File: config.mk
export PLATFORM = sky130hd
export DESIGN_NAME = tocp_top
export DESIGN_NICKNAME = d
export VERILOG_FILES = /design/src/hdl/tocp_pkg.sv /design/src/hdl/tocp_sync.sv /design/src/hdl/tocp_top.sv
export VERILOG_INCLUDE_DIRS = /design/src /design/src/hdl
export SDC_FILE = /design/constraint.sdc
export NUM_CORES = 1
export LEC_CHECK = 0
export BUFFER_PORTS_ARGS = -buffer_cell sky130_fd_sc_hd__buf_4
export CORE_AREA = 2 2 128 142
export DETAILED_ROUTE_END_ITERATION = 16
export DIE_AREA = 0 0 130 144
export PLACE_DENSITY = 0.7
export SYNTH_ARGS = -nofsm -noshare
export SYNTH_HDL_FRONTEND = slang
export SYNTH_SLANG_ARGS = --single-unit
File: constraint.sdc
create_clock -name CORE_CLK -period 7.1 [get_ports CORE_CLK]
set_input_delay 0.71 -clock CORE_CLK [delete_from_list [all_inputs] [get_ports CORE_CLK]]
set_output_delay 0.71 -clock CORE_CLK [all_outputs]
set_load 0.01 [all_outputs]
File: src/hdl/tocp_map.svh
`ifndef TOCP_MAP_SVH
`define TOCP_MAP_SVH

// APB byte addresses
`define TOCP_CTRL1_ADDR 8'h00
`define TOCP_CTRL2_ADDR 8'h04
`define TOCP_STATUS_ADDR 8'h08
`define TOCP_OC1H_ADDR 8'h0C
`define TOCP_OC1L_ADDR 8'h10
`define TOCP_OC2H_ADDR 8'h14
`define TOCP_OC2L_ADDR 8'h18
`define TOCP_IC1H_ADDR 8'h1C
`define TOCP_IC1L_ADDR 8'h20
`define TOCP_IC2H_ADDR 8'h24
`define TOCP_IC2L_ADDR 8'h28
`define TOCP_CNTH_ADDR 8'h2C
`define TOCP_CNTL_ADDR 8'h30

// Control one fields
`define TOCP_C1_LVL1 0
`define TOCP_C1_LVL2 1
`define TOCP_C1_EDGE1 2
`define TOCP_C1_FORCE1 3
`define TOCP_C1_FORCE2 4
`define TOCP_C1_COMPARE_IRQ_ENABLE 5
`define TOCP_C1_CAPTURE_IRQ_ENABLE 6
`define TOCP_C1_EDGE2 7

// Control two fields
`define TOCP_C2_OC1E 0
`define TOCP_C2_OC2E 1
`define TOCP_C2_OPM 2
`define TOCP_C2_PWM 3
`define TOCP_C2_CS_LO 4
`define TOCP_C2_CS_HI 5
`define TOCP_C2_EXTEDGE 6

// Status fields
`define TOCP_SR_OCF1 0
`define TOCP_SR_OCF2 1
`define TOCP_SR_CAPTURE_FLAG_ONE 2
`define TOCP_SR_CAPTURE_FLAG_TWO 3

// Clock select codes and prescaler masks
`define TOCP_CS_DIV4 2'h0
`define TOCP_CS_DIV8 2'h1
`define TOCP_CS_DIV2 2'h2
`define TOCP_CS_EXT 2'h3
`define TOCP_MASK_DIV2 3'h1
`define TOCP_MASK_DIV4 3'h3
`define TOCP_MASK_DIV8 3'h7

// Reset and reload values
`define TOCP_OCR_RST 16'h8000
`define TOCP_CNT_RST 16'hFFFC
`define TOCP_OPM_CAPT 16'hFFFD
`define TOCP_CTRL_RST 8'h00

`endif

File: src/hdl/tocp_pkg.sv
package tocp_pkg;

  typedef struct packed {
    logic [2:0] meta;
    logic [2:0] sync;
  } tocp_sync_s;

  typedef struct packed {
    logic [7:0] ctrl1;
    logic [7:0] ctrl2;
    logic [15:0] cnt;
    logic [2:0] div;
    logic cnt_new;
    logic [15:0] ocr1;
    logic [15:0] ocr2;
    logic [7:0] hi1;
    logic [7:0] hi2;
    logic inh1;
    logic inh2;
    logic [15:0] icr1;
    logic [15:0] icr2;
    logic lock1;
    logic lock2;
    logic [3:0] flags;
    logic [3:0] armed;
    logic [2:0] pin_prev;
    logic out1;
    logic out2;
    logic oe1_b;
    logic oe2_b;
    logic irq;
    logic pready;
    logic pslverr;
    logic [31:0] prdata;
  } tocp_state_s;

endpackage

File: src/hdl/tocp_sync.sv
`timescale 1ns/1ps
module tocp_sync (
  // Clock and reset
  input wire logic clk,
  input wire logic rst_b,
  // Pins in, synchronised out
  input wire logic [2:0] d,
  output logic [2:0] q
);

  tocp_pkg::tocp_sync_s st;
  tocp_pkg::tocp_sync_s nxt;

  always_comb begin
    nxt = st;
    nxt.meta = d;
    nxt.sync = st.meta;
  end

  always_ff @(posedge clk or negedge rst_b) begin
    if (!rst_b) begin
      st <= '0;
    end else begin
      st <= nxt;
    end
  end

  assign q = st.sync;

endmodule // tocp_sync

File: src/hdl/tocp_top.sv
// The implementer's own choices: the register addresses and register access over APB.
`timescale 1ns/1ps
`include "tocp_map.svh"

// How it works
// - Match sets flag, drives pin, requests interrupt
// - Two 16-bit compares checked every timer tick
// - Compare values software-owned, reset to 8000h
// - Output disabled: pin stays general I/O
// - Compare pin latches low during reset
// - Interrupt needs enable and clear global mask
// - Timer clock CPU/2, /4, /8 or external
// - Flag clear: status read, then low byte
// - High byte write inhibits compare until low
// - Flag and pin update in matching count
// - Force copies level, no flag, no interrupt
// - Force ignored in one-pulse or PWM mode
// - One-pulse bit uses capture one, compare one
// - Trigger: counter FFFCh, pulse level, capture FFFDh
// - Compare one match ends pulse level
// - Trigger capture flag requests enabled interrupt
// - Capture clear: status read, then low byte
// - One-pulse never sets compare flag one
// - PWM wins over one-pulse when both set
// - One-pulse: input one resets, input two captures
// - Pulse lasts compare value plus four counts
// - Both select bits one picks external clock
module tocp_top (
  // Clock and reset
  input wire logic CORE_CLK,
  input wire logic RST_B,
  // APB slave
  input wire logic PSEL,
  input wire logic PENABLE,
  input wire logic PWRITE,
  input wire logic [7:0] PADDR,
  input wire logic [31:0] PWDATA,
  output logic [31:0] PRDATA,
  output logic PREADY,
  output logic PSLVERR,
  // CPU interrupt mask and request
  input wire logic GLOBAL_IRQ_MASK,
  output logic TIMER_IRQ,
  // Timer pins
  input wire logic EXT_TIMER_CLK,
  input wire logic CAPTURE_IN_ONE,
  input wire logic CAPTURE_IN_TWO,
  output logic CMP_OUT_ONE,
  output logic CMP_OE_ONE_B,
  output logic CMP_OUT_TWO,
  output logic CMP_OE_TWO_B
);

  ////////////////////////////////////////////////////////////////////////////
  // State
  localparam tocp_pkg::tocp_state_s RST_STATE = '{
    ocr1: `TOCP_OCR_RST,
    ocr2: `TOCP_OCR_RST,
    cnt: `TOCP_CNT_RST,
    oe1_b: 1'b1,
    oe2_b: 1'b1,
    default: '0
  };

  tocp_pkg::tocp_state_s st;
  tocp_pkg::tocp_state_s nxt;

  logic [2:0] sync_q;
  logic [2:0] rise;
  logic [2:0] fall;
  logic acc_done;
  logic wr_en;
  logic rd_en;
  logic pwm_act;
  logic opm_act;
  logic [1:0] clk_sel;
  logic [2:0] div_mask;
  logic int_tick;
  logic ext_edge;
  logic tick;
  logic cap1_edge;
  logic cap2_edge;
  logic opm_trig;
  logic match1;
  logic match2;
  logic lo1_acc;
  logic lo2_acc;
  logic ic1l_acc;
  logic ic2l_acc;
  logic force1;
  logic force2;

  ////////////////////////////////////////////////////////////////////////////
  // Pin synchronisers
  tocp_sync u_sync (
    .clk(CORE_CLK),
    .rst_b(RST_B),
    .d({CAPTURE_IN_TWO, CAPTURE_IN_ONE, EXT_TIMER_CLK}),
    .q(sync_q)
  );

  assign rise = sync_q & ~st.pin_prev;
  assign fall = ~sync_q & st.pin_prev;

  ////////////////////////////////////////////////////////////////////////////
  // Decode and timing
  assign acc_done = PSEL & PENABLE & st.pready;
  assign wr_en = acc_done & PWRITE;
  assign rd_en = acc_done & ~PWRITE;
  assign pwm_act = st.ctrl2[`TOCP_C2_PWM];
  assign opm_act = st.ctrl2[`TOCP_C2_OPM] & ~pwm_act;
  assign clk_sel = st.ctrl2[`TOCP_C2_CS_HI:`TOCP_C2_CS_LO];
  assign div_mask = (clk_sel == `TOCP_CS_DIV2) ? `TOCP_MASK_DIV2 :
                    (clk_sel == `TOCP_CS_DIV4) ? `TOCP_MASK_DIV4 :
                    `TOCP_MASK_DIV8;
  assign int_tick = (st.div & div_mask) == div_mask;
  assign ext_edge = st.ctrl2[`TOCP_C2_EXTEDGE] ? rise[0] : fall[0];
  assign tick = (clk_sel == `TOCP_CS_EXT) ? ext_edge : int_tick;
  assign cap1_edge = st.ctrl1[`TOCP_C1_EDGE1] ? rise[1] : fall[1];
  assign cap2_edge = st.ctrl1[`TOCP_C1_EDGE2] ? rise[2] : fall[2];
  assign opm_trig = opm_act & cap1_edge;
  // Compare once per new count value
  assign match1 = st.cnt_new & (st.cnt == st.ocr1) & ~st.inh1;
  assign match2 = st.cnt_new & (st.cnt == st.ocr2) & ~st.inh2;
  assign lo1_acc = acc_done & (PADDR == `TOCP_OC1L_ADDR);
  assign lo2_acc = acc_done & (PADDR == `TOCP_OC2L_ADDR);
  assign ic1l_acc = acc_done & (PADDR == `TOCP_IC1L_ADDR);
  assign ic2l_acc = acc_done & (PADDR == `TOCP_IC2L_ADDR);
  assign force1 = wr_en & (PADDR == `TOCP_CTRL1_ADDR)
                & PWDATA[`TOCP_C1_FORCE1] & ~opm_act & ~pwm_act;
  assign force2 = wr_en & (PADDR == `TOCP_CTRL1_ADDR)
                & PWDATA[`TOCP_C1_FORCE2] & ~opm_act & ~pwm_act;

  ////////////////////////////////////////////////////////////////////////////
  // Next state
  always_comb begin
    nxt = st;
    nxt.pin_prev = sync_q;
    nxt.div = st.div + 3'h1;
    nxt.pready = PSEL & ~PENABLE;
    nxt.pslverr = 1'b0;
    // Bus setup: read mux and error
    if (PSEL && !PENABLE) begin
      nxt.prdata = 32'h0;
      if (PADDR == `TOCP_CTRL1_ADDR) begin
        nxt.prdata[7:0] = st.ctrl1 & 8'hE7;
      end else if (PADDR == `TOCP_CTRL2_ADDR) begin
        nxt.prdata[7:0] = st.ctrl2;
      end else if (PADDR == `TOCP_STATUS_ADDR) begin
        nxt.prdata[3:0] = st.flags;
      end else if (PADDR == `TOCP_OC1H_ADDR) begin
        nxt.prdata[7:0] = st.ocr1[15:8];
      end else if (PADDR == `TOCP_OC1L_ADDR) begin
        nxt.prdata[7:0] = st.ocr1[7:0];
      end else if (PADDR == `TOCP_OC2H_ADDR) begin
        nxt.prdata[7:0] = st.ocr2[15:8];
      end else if (PADDR == `TOCP_OC2L_ADDR) begin
        nxt.prdata[7:0] = st.ocr2[7:0];
      end else if (PADDR == `TOCP_IC1H_ADDR) begin
        nxt.prdata[7:0] = st.icr1[15:8];
      end else if (PADDR == `TOCP_IC1L_ADDR) begin
        nxt.prdata[7:0] = st.icr1[7:0];
      end else if (PADDR == `TOCP_IC2H_ADDR) begin
        nxt.prdata[7:0] = st.icr2[15:8];
      end else if (PADDR == `TOCP_IC2L_ADDR) begin
        nxt.prdata[7:0] = st.icr2[7:0];
      end else if (PADDR == `TOCP_CNTH_ADDR) begin
        nxt.prdata[7:0] = st.cnt[15:8];
      end else if (PADDR == `TOCP_CNTL_ADDR) begin
        nxt.prdata[7:0] = st.cnt[7:0];
      end else begin
        nxt.pslverr = 1'b1;
      end
    end
    // Register writes
    if (wr_en) begin
      if (PADDR == `TOCP_CTRL1_ADDR) begin
        nxt.ctrl1 = PWDATA[7:0];
      end else if (PADDR == `TOCP_CTRL2_ADDR) begin
        nxt.ctrl2 = PWDATA[7:0];
      end else if (PADDR == `TOCP_OC1H_ADDR) begin
        nxt.hi1 = PWDATA[7:0];
        nxt.inh1 = 1'b1;
      end else if (PADDR == `TOCP_OC1L_ADDR) begin
        nxt.ocr1 = {st.inh1 ? st.hi1 : st.ocr1[15:8], PWDATA[7:0]};
        nxt.inh1 = 1'b0;
      end else if (PADDR == `TOCP_OC2H_ADDR) begin
        nxt.hi2 = PWDATA[7:0];
        nxt.inh2 = 1'b1;
      end else if (PADDR == `TOCP_OC2L_ADDR) begin
        nxt.ocr2 = {st.inh2 ? st.hi2 : st.ocr2[15:8], PWDATA[7:0]};
        nxt.inh2 = 1'b0;
      end
    end
    nxt.oe1_b = ~nxt.ctrl2[`TOCP_C2_OC1E];
    nxt.oe2_b = ~nxt.ctrl2[`TOCP_C2_OC2E];
    // Capture read-out lock
    if (rd_en && PADDR == `TOCP_IC1H_ADDR) begin
      nxt.lock1 = 1'b1;
    end else if (ic1l_acc && !PWRITE) begin
      nxt.lock1 = 1'b0;
    end
    if (rd_en && PADDR == `TOCP_IC2H_ADDR) begin
      nxt.lock2 = 1'b1;
    end else if (ic2l_acc && !PWRITE) begin
      nxt.lock2 = 1'b0;
    end
    // Counter and reload
    nxt.cnt_new = tick | opm_trig | (pwm_act & match2);
    if (opm_trig || (pwm_act && match2)) begin
      nxt.cnt = `TOCP_CNT_RST;
    end else if (tick) begin
      nxt.cnt = st.cnt + 16'h0001;
    end
    // Flag clear by two steps
    if (rd_en && PADDR == `TOCP_STATUS_ADDR) begin
      nxt.armed = st.prdata[3:0] & st.flags;
    end
    if (lo1_acc && st.armed[`TOCP_SR_OCF1]) begin
      nxt.flags[`TOCP_SR_OCF1] = 1'b0;
      nxt.armed[`TOCP_SR_OCF1] = 1'b0;
    end
    if (lo2_acc && st.armed[`TOCP_SR_OCF2]) begin
      nxt.flags[`TOCP_SR_OCF2] = 1'b0;
      nxt.armed[`TOCP_SR_OCF2] = 1'b0;
    end
    if (ic1l_acc && st.armed[`TOCP_SR_CAPTURE_FLAG_ONE]) begin
      nxt.flags[`TOCP_SR_CAPTURE_FLAG_ONE] = 1'b0;
      nxt.armed[`TOCP_SR_CAPTURE_FLAG_ONE] = 1'b0;
    end
    if (ic2l_acc && st.armed[`TOCP_SR_CAPTURE_FLAG_TWO]) begin
      nxt.flags[`TOCP_SR_CAPTURE_FLAG_TWO] = 1'b0;
      nxt.armed[`TOCP_SR_CAPTURE_FLAG_TWO] = 1'b0;
    end
    // Flag set wins over clear
    if (match1 && !opm_act && !pwm_act) begin
      nxt.flags[`TOCP_SR_OCF1] = 1'b1;
    end
    if (match2 && !pwm_act) begin
      nxt.flags[`TOCP_SR_OCF2] = 1'b1;
    end
    // Captures
    if (opm_trig) begin
      nxt.icr1 = `TOCP_OPM_CAPT;
      nxt.flags[`TOCP_SR_CAPTURE_FLAG_ONE] = 1'b1;
    end else if (pwm_act && match2) begin
      nxt.flags[`TOCP_SR_CAPTURE_FLAG_ONE] = 1'b1;
    end else if (cap1_edge && !opm_act && !pwm_act && !st.lock1) begin
      nxt.icr1 = st.cnt;
      nxt.flags[`TOCP_SR_CAPTURE_FLAG_ONE] = 1'b1;
    end
    if (cap2_edge && !st.lock2) begin
      nxt.icr2 = st.cnt;
      nxt.flags[`TOCP_SR_CAPTURE_FLAG_TWO] = 1'b1;
    end
    // Output pin latches
    if (pwm_act) begin
      if (match2) begin
        nxt.out1 = st.ctrl1[`TOCP_C1_LVL2];
      end else if (match1) begin
        nxt.out1 = st.ctrl1[`TOCP_C1_LVL1];
      end
    end else if (opm_act) begin
      if (opm_trig) begin
        nxt.out1 = st.ctrl1[`TOCP_C1_LVL2];
      end else if (match1) begin
        nxt.out1 = st.ctrl1[`TOCP_C1_LVL1];
      end
    end else begin
      if (force1 && !st.oe1_b) begin
        nxt.out1 = PWDATA[`TOCP_C1_LVL1];
      end else if (match1 && !st.oe1_b) begin
        nxt.out1 = st.ctrl1[`TOCP_C1_LVL1];
      end
      if (force2 && !st.oe2_b) begin
        nxt.out2 = PWDATA[`TOCP_C1_LVL2];
      end else if (match2 && !st.oe2_b) begin
        nxt.out2 = st.ctrl1[`TOCP_C1_LVL2];
      end
    end
    // Interrupt request
    nxt.irq = ~GLOBAL_IRQ_MASK & (
      (st.ctrl1[`TOCP_C1_COMPARE_IRQ_ENABLE] &
       (st.flags[`TOCP_SR_OCF1] | st.flags[`TOCP_SR_OCF2])) |
      (st.ctrl1[`TOCP_C1_CAPTURE_IRQ_ENABLE] &
       (st.flags[`TOCP_SR_CAPTURE_FLAG_ONE] | st.flags[`TOCP_SR_CAPTURE_FLAG_TWO])));
  end

  always_ff @(posedge CORE_CLK or negedge RST_B) begin
    if (!RST_B) begin
      st <= RST_STATE;
    end else begin
      st <= nxt;
    end
  end

  ////////////////////////////////////////////////////////////////////////////
  // Outputs
  assign PRDATA = st.prdata;
  assign PREADY = st.pready;
  assign PSLVERR = st.pslverr;
  assign TIMER_IRQ = st.irq;
  assign CMP_OUT_ONE = st.out1;
  assign CMP_OUT_TWO = st.out2;
  assign CMP_OE_ONE_B = st.oe1_b;
  assign CMP_OE_TWO_B = st.oe2_b;
endmodule // tocp_top

; After elaboration in Yosys (flattened, before gate mapping)
; Index checks and enable logic that the tools add are counted.
[totals]
regBits = 152
output_inout_bits = 39
input_bits = 49
elab_cells = 243
[classes]
addsub = 2
bitwise = 51
n_reduce_logical = 61
muxes = 74
n_eq_ne = 18
[op_table]
columns = cell, n
row1 = $mux W8, 12
row2 = $mux W16, 5
row3 = $mux W1, 48
row4 = $eq A8 B6 Y1 const B, 5
row5 = $mux W33, 1
row6 = $eq A16 B16 Y1, 2
row7 = $eq A8 B5 Y1 const B, 4
row8 = $reduce_bool A2 Y1, 14
row9 = $and A1 B1 Y1, 26
row10 = $logic_and A1 B1 Y1, 22
row11 = $reduce_and A6 Y1, 3
row12 = $add A16 B1 Y16 const B, 1
row13 = $eq A8 B4 Y1 const B, 2
row14 = $not A1 Y1, 14
row15 = $mux W4, 3
row16 = $and A3 B3 Y3, 3
row17 = $eq A8 B3 Y1 const B, 1
row18 = $logic_not A1 Y1, 8
row19 = $logic_not A8 Y1, 1
row20 = $reduce_and A4 Y1, 2
row21 = $reduce_and A8 Y1, 1
row22 = $reduce_bool A4 Y1, 2
row23 = $reduce_and A7 Y1, 1
row24 = $mux W2, 3
row25 = other kinds (13), 22

; Logic depth before layout (Yosys ltp)
[logic_depth]
word_depth = 15
mapped_depth = 9
depth_no_buf = 6

; Cells and area by module
; Synthesis repeated with hierarchy kept, for this count alone.
[hier_totals]
cells_unflattened = 775
hier_area_um2 = 7963.9
[modules_own_cells]
columns = mod, n_inst, cells_each, seq_area_each_um2, area_each_um2
row1 = tocp_top, 1, 769, 3626.0, 7813.7
row2 = tocp_sync, 1, 6, 150.1, 150.1

; Least setup slack after synthesis
; OpenSTA, ideal clock, no wires.
[synth_timing]
kind = input port to flip-flop
start = in PADDR[6]
end = reg st (netlist bit CMP_OUT_TWO)
t_required_ns = 6.979
path_stages = 8
setup_ns = 0.121
n_path_buf = 2
setup_slack_ns = 4.643
arrival_ns = 2.336
path_cell_list = buf_4 > or4_1 > clkbuf_1 > nor3_2 > nand2_1 > nor2_1 > a21oi_1 > o22a_1
[synth_via]
elab_chain_len = 8
elab_cells_between_ends = 9
cone_classes = mux: 1 / bitwise: 4 / reduce/logical: 4
[synth_lines]
columns = element, line_no
row1 = from (decl), tocp_top.sv:36  ; input wire logic [7:0] PADDR,
row2 = $logic_not A8 Y1 (no line) (*), -
row3 = $and A1 B1 Y1 (*) (4 in series), tocp_top.sv:131  ; assign force2 = wr_en & (PADDR == `TOCP_CTRL1_ADDR)
row4 = $logic_and A1 B1 Y1 (*), tocp_top.sv:275  ; if (force2 && !st.oe2_b) begin
row5 = $reduce_bool A2 Y1 (no line), -
row6 = $reduce_and A3 Y1 (no line), -
row7 = to (signal assigned), tocp_top.sv:293  ; st <= nxt;
row8 = to (decl), tocp_top.sv:65  ; tocp_pkg::tocp_state_s st;
; Mark *: on every way between the ends. The rest lies on a longest branch, timed or not.
; A chain may end at the register's enable or synchronous reset.

; Worst setup path in the final report
[layout_timing]
start = in PADDR[3]
end = reg st[114] (netlist name)
[layout_via]
elab_chain_len = 3
elab_cells_between_ends = 12
cone_classes = eq/ne: 5 / bitwise: 5 / reduce/logical: 2
[layout_lines]
columns = element
row1 = $eq A8 B5 Y1 (no line) (tied with other cells)
row2 = $not A1 Y1 (no line)
row3 = $reduce_and A8 Y1 (no line) (*)
; Marks and branches as above.

==> impl_table.tex <==
\begin{tabular}{lr}
\hline
Metric & Value \\
\hline
\multicolumn{2}{l}{\textbf{STA}} \\
Skew final & 10.14 ps \\
Hold slack & 349.4 ps \\
Portion of the clock cycle consumed by the worst path in the final layout & 0.4368 \\
Setup repair after global routing missed its margin & false \\
Post-layout minimum cycle time & 3101 ps \\
Timing-limited maximum frequency & 322.4 MHz \\
Count of endpoints failing setup in the final report & 0 \\
Worst rel slew slack & 0.2234 \\
Endpoints failing hold & 0 \\
Final-layout setup total negative slack & 0 ps \\
Slew @ Worst Pin & 1162 ps \\
Number of pins exceeding their max-slew limit in the final report & 0 \\
\multicolumn{2}{l}{\textbf{Critical path}} \\
CP max stage delay & 720 ps \\
CP bufs+invs & 1 \\
Biggest fanout along the worst timing path & 46 \\
Data required time at the worst endpoint & 7400 ps \\
Slowest stage cell on the critical path & nor2b\_1 \\
Launching element type of the critical path & input port \\
Crit path arrival time & 3410 ps \\
Type of destination of the critical path & flop \\
Worst reg2reg setup slack & 4520 ps \\
Type of the setup path with the least slack & in2reg \\
Cells traversed along the worst timing path & buf\_4 > nor2b\_1 > nand2\_1 > nor3\_4 > nand2\_4 > mux2\_2 \\
Category of cells accounting for the largest share of critical-path delay & simple AND/OR/NAND/NOR gates \\
\multicolumn{2}{l}{\textbf{Clock tree}} \\
Buffers from clock root to sink, at most & 2 \\
CTS Buf Count & 17 \\
Root Buffer Master & clkbuf\_16 \\
Buffers inserted during post-CTS setup optimization & 0 \\
Clock latency on the worst-skew pair & 430 ps \\
Hold-fix buffers at CTS & 0 \\
Clock-pin slew on the worst setup and hold paths & 60 ps \\
TritonCTS clock tree & yes \\
Cells resized by post-CTS repair & 0 \\
Number of sinks driven by the clock tree & 150 \\
H-tree levels & 4 \\
\multicolumn{2}{l}{\textbf{Place}} \\
Dpl hpwl & 15060 µm \\
GPL Wtd Cong & 0.9723 \\
Quantity of I/O buffers inserted on ports & 39 \\
\multicolumn{2}{l}{\textbf{Synth}} \\
Number of enable-type register cells in the synthesized netlist & 0 \\
Synth Register Bits & 150 \\
Cell type with the largest total area after synthesis & dfrtp\_1 \\
Most common library cells after synthesis & dfrtp\_1, mux2\_2, nand2\_1 \\
Synth top area cells & dfrtp\_1, mux2\_2, dfstp\_2, xnor2\_1, buf\_4 \\
Most frequently used flop master after synthesis & dfrtp\_1 \\
Async set-or-reset flop fraction in the synthesized netlist & 1.000 \\
Dominant cell by count in the synthesized netlist & dfrtp\_1 \\
Share of Yosys cell area claimed by the top area cell type & 0.4134 \\
Post-Syn Area per Cell & 10.32 µm² \\
Number of unique standard cell types used by synthesis & 75 \\
Cell Area, Synth & 7990 µm² \\
Synth warn & 0 \\
Sequential fraction of the synthesis area & 0.4726 \\
Cells after synthesis & 774 \\
\multicolumn{2}{l}{\textbf{Die}} \\
Core area & 17420 µm² \\
Height of the die & 144 µm \\
Placement Rows & 51 \\
Area of the die & 18720 µm² \\
Starting density of the core & 0.4587 \\
Ports placed on the boundary & 88 \\
Die W & 130 µm \\
\multicolumn{2}{l}{\textbf{Status}} \\
Run status & finished, final reports clean \\
\multicolumn{2}{l}{\textbf{Global routing}} \\
Global-route usage over all layers & 0.2380 \\
Total grt overflow & 0 \\
Via count of the first global-routing pass & 5632 \\
First-pass GRT wire length & 32770 µm \\
Antenna violations before repair & 0 \\
Largest net degree at the start of global routing & 101 \\
\multicolumn{2}{l}{\textbf{Detailed routing}} \\
Via total after detailed routing & 6064 \\
Remaining antenna violation count & 0 \\
Initial DRC Count & 587 \\
Via-to-Cell Ratio & 5.876 \\
Wirelength per Cell & 20.65 µm \\
Count of unresolved DRC violations after routing & 0 \\
Total Wirelength & 21310 µm \\
TritonRoute pass-1 iters & 6 \\
\multicolumn{2}{l}{\textbf{Pwr}} \\
Overall power after layout & 2.347 mW \\
Peak ir drop on the vdd network & 162.3 µV \\
Power per standard cell area & 263.4 nW/µm² \\
LEAKAGE & 3.847 nW \\
\multicolumn{2}{l}{\textbf{Layout}} \\
Proportion of layout cells with a drive suffix above 1 & 0.2431 \\
Total number of nets in the final design & 832 \\
Fill cells & 1579 \\
Number of antenna repair diodes & 0 \\
Syn-to-layout area delta & 11.51\% \\
Final Core Density & 0.5115 \\
\multicolumn{2}{l}{\textbf{Min path}} \\
Path category of the worst min-delay check & reg2reg \\
\multicolumn{2}{l}{\textbf{Flow run}} \\
Max-cap viol count & 0 \\
\hline
\end{tabular}
## cell usage in the layout, fill, tap and decap left out, types with 4 or more instances in the layout
master and n:
a211oi_1 4, inv_1 13, o21ai_0 35, mux2i_1 15, o22ai_1 8, nor3_1 13
and2_1 7, or3_1 4, o31ai_1 5, and3_1 4, xor2_1 7, buf_4 45
nand3b_1 4, a21oi_1 35, clkbuf_16 17, dfstp_2 18, clkbuf_8 4, dfrtp_1 132
conb_1 24, mux2_2 77, nand3_1 20, nor2_1 57, a22oi_1 5, nand2b_1 10
a21boi_0 5, nor4_1 6, xnor2_1 39, nor2b_1 9, nand2_1 62, o211ai_1 6
a31oi_1 10, nor3b_1 4, nand4_1 12, or3b_2 5
## path summary, 6_finish.rpt
check	cells after the start	start	endpoint
setup / recovery	6	PADDR[3]	st[114]
hold reg to reg	0	u_sync.nxt[1]	u_sync.q[1]
max in group asynchronous	2	RST_B	st[41]
setup reg to reg	6	st[160]	st[153]
min in group asynchronous	1	RST_B	st[87]
hold / removal	0	u_sync.nxt[1]	u_sync.q[1]
## worst reg2reg max path, cell delays in order (launching register included)
cell and delay (ps):
dfrtp_1 430, or3b_2 450, a21oi_1 380, o2111ai_1 510, nor4_1 500, xnor2_1 160, nand2_1 70
## flip-flops by register name, summed over array words and instances, names as in the netlist
signal / flops
CMP_OE_ONE_B: 1
CMP_OE_TWO_B: 1
CMP_OUT_ONE: 1
CMP_OUT_TWO: 1
PRDATA: 8
PREADY: 1
PSLVERR: 1
TIMER_IRQ: 1
clk_sel: 2
pwm_act: 1
st: 126
u_sync.nxt: 3
u_sync.q: 3
## power by group
part           switching, mW  internal [mW]
sequential             0.140          0.952
clock                  0.354          0.592
combinational          0.159          0.150
total                  0.653           1.69
## cell families (layout without fill, tap and decap cells)
family          count (synthesis)  count (layout)  share of synthesized area
simple gates                  240             240                     0.1622
flops                         150             150                     0.4726
fa+ha+maj                       2               2                   0.003131
xor+xnor                       46              46                    0.05042
mux                            93              93                     0.1301
buf+inv                        96              93                    0.06295
other cells                     1              24                  0.0004693
compound gates                146             146                     0.1181
## routing by layer
| layer | GRT usage | share of wire | vias to the layer above |
|---|---|---|---|
| met5 | 0 | 0 | - |
| met3 | 0.05031 | 0.069 | 62 |
| met1 | 0.3337 | 0.44 | 2984 |
| met4 | 0.09564 | 0.033 | 0 |
| met2 | 0.3610 | 0.45 | 287 |
| li1 | - | - | 2731 |
## per-stage QoR
step / cells / cell area (µm²) / setup slack [ps]
after floorplan: 797 / 8077 / 4643
final: 1032 / 8910 / 3999
after global placement: 1000 / 8282 / 3740
after CTS: 1032 / 8910 / 4123
after detailed placement: 1000 / 8282 / 3697
after global routing: 1032 / 8910 / 4007
## area by class of cell
cell class	count	area [µm²]	area share
sequential	150	3776	0.4238
clock buffer	22	484.2	0.05435
tap	238	297.8	0.03342
multi-input combinational	551	3802	0.4268
inverter	15	56.30	0.006319
timing repair buffer	46	349.1	0.03918
clock inverter	10	143.9	0.01615
Note: power is estimated with default switching activity, not from simulation.
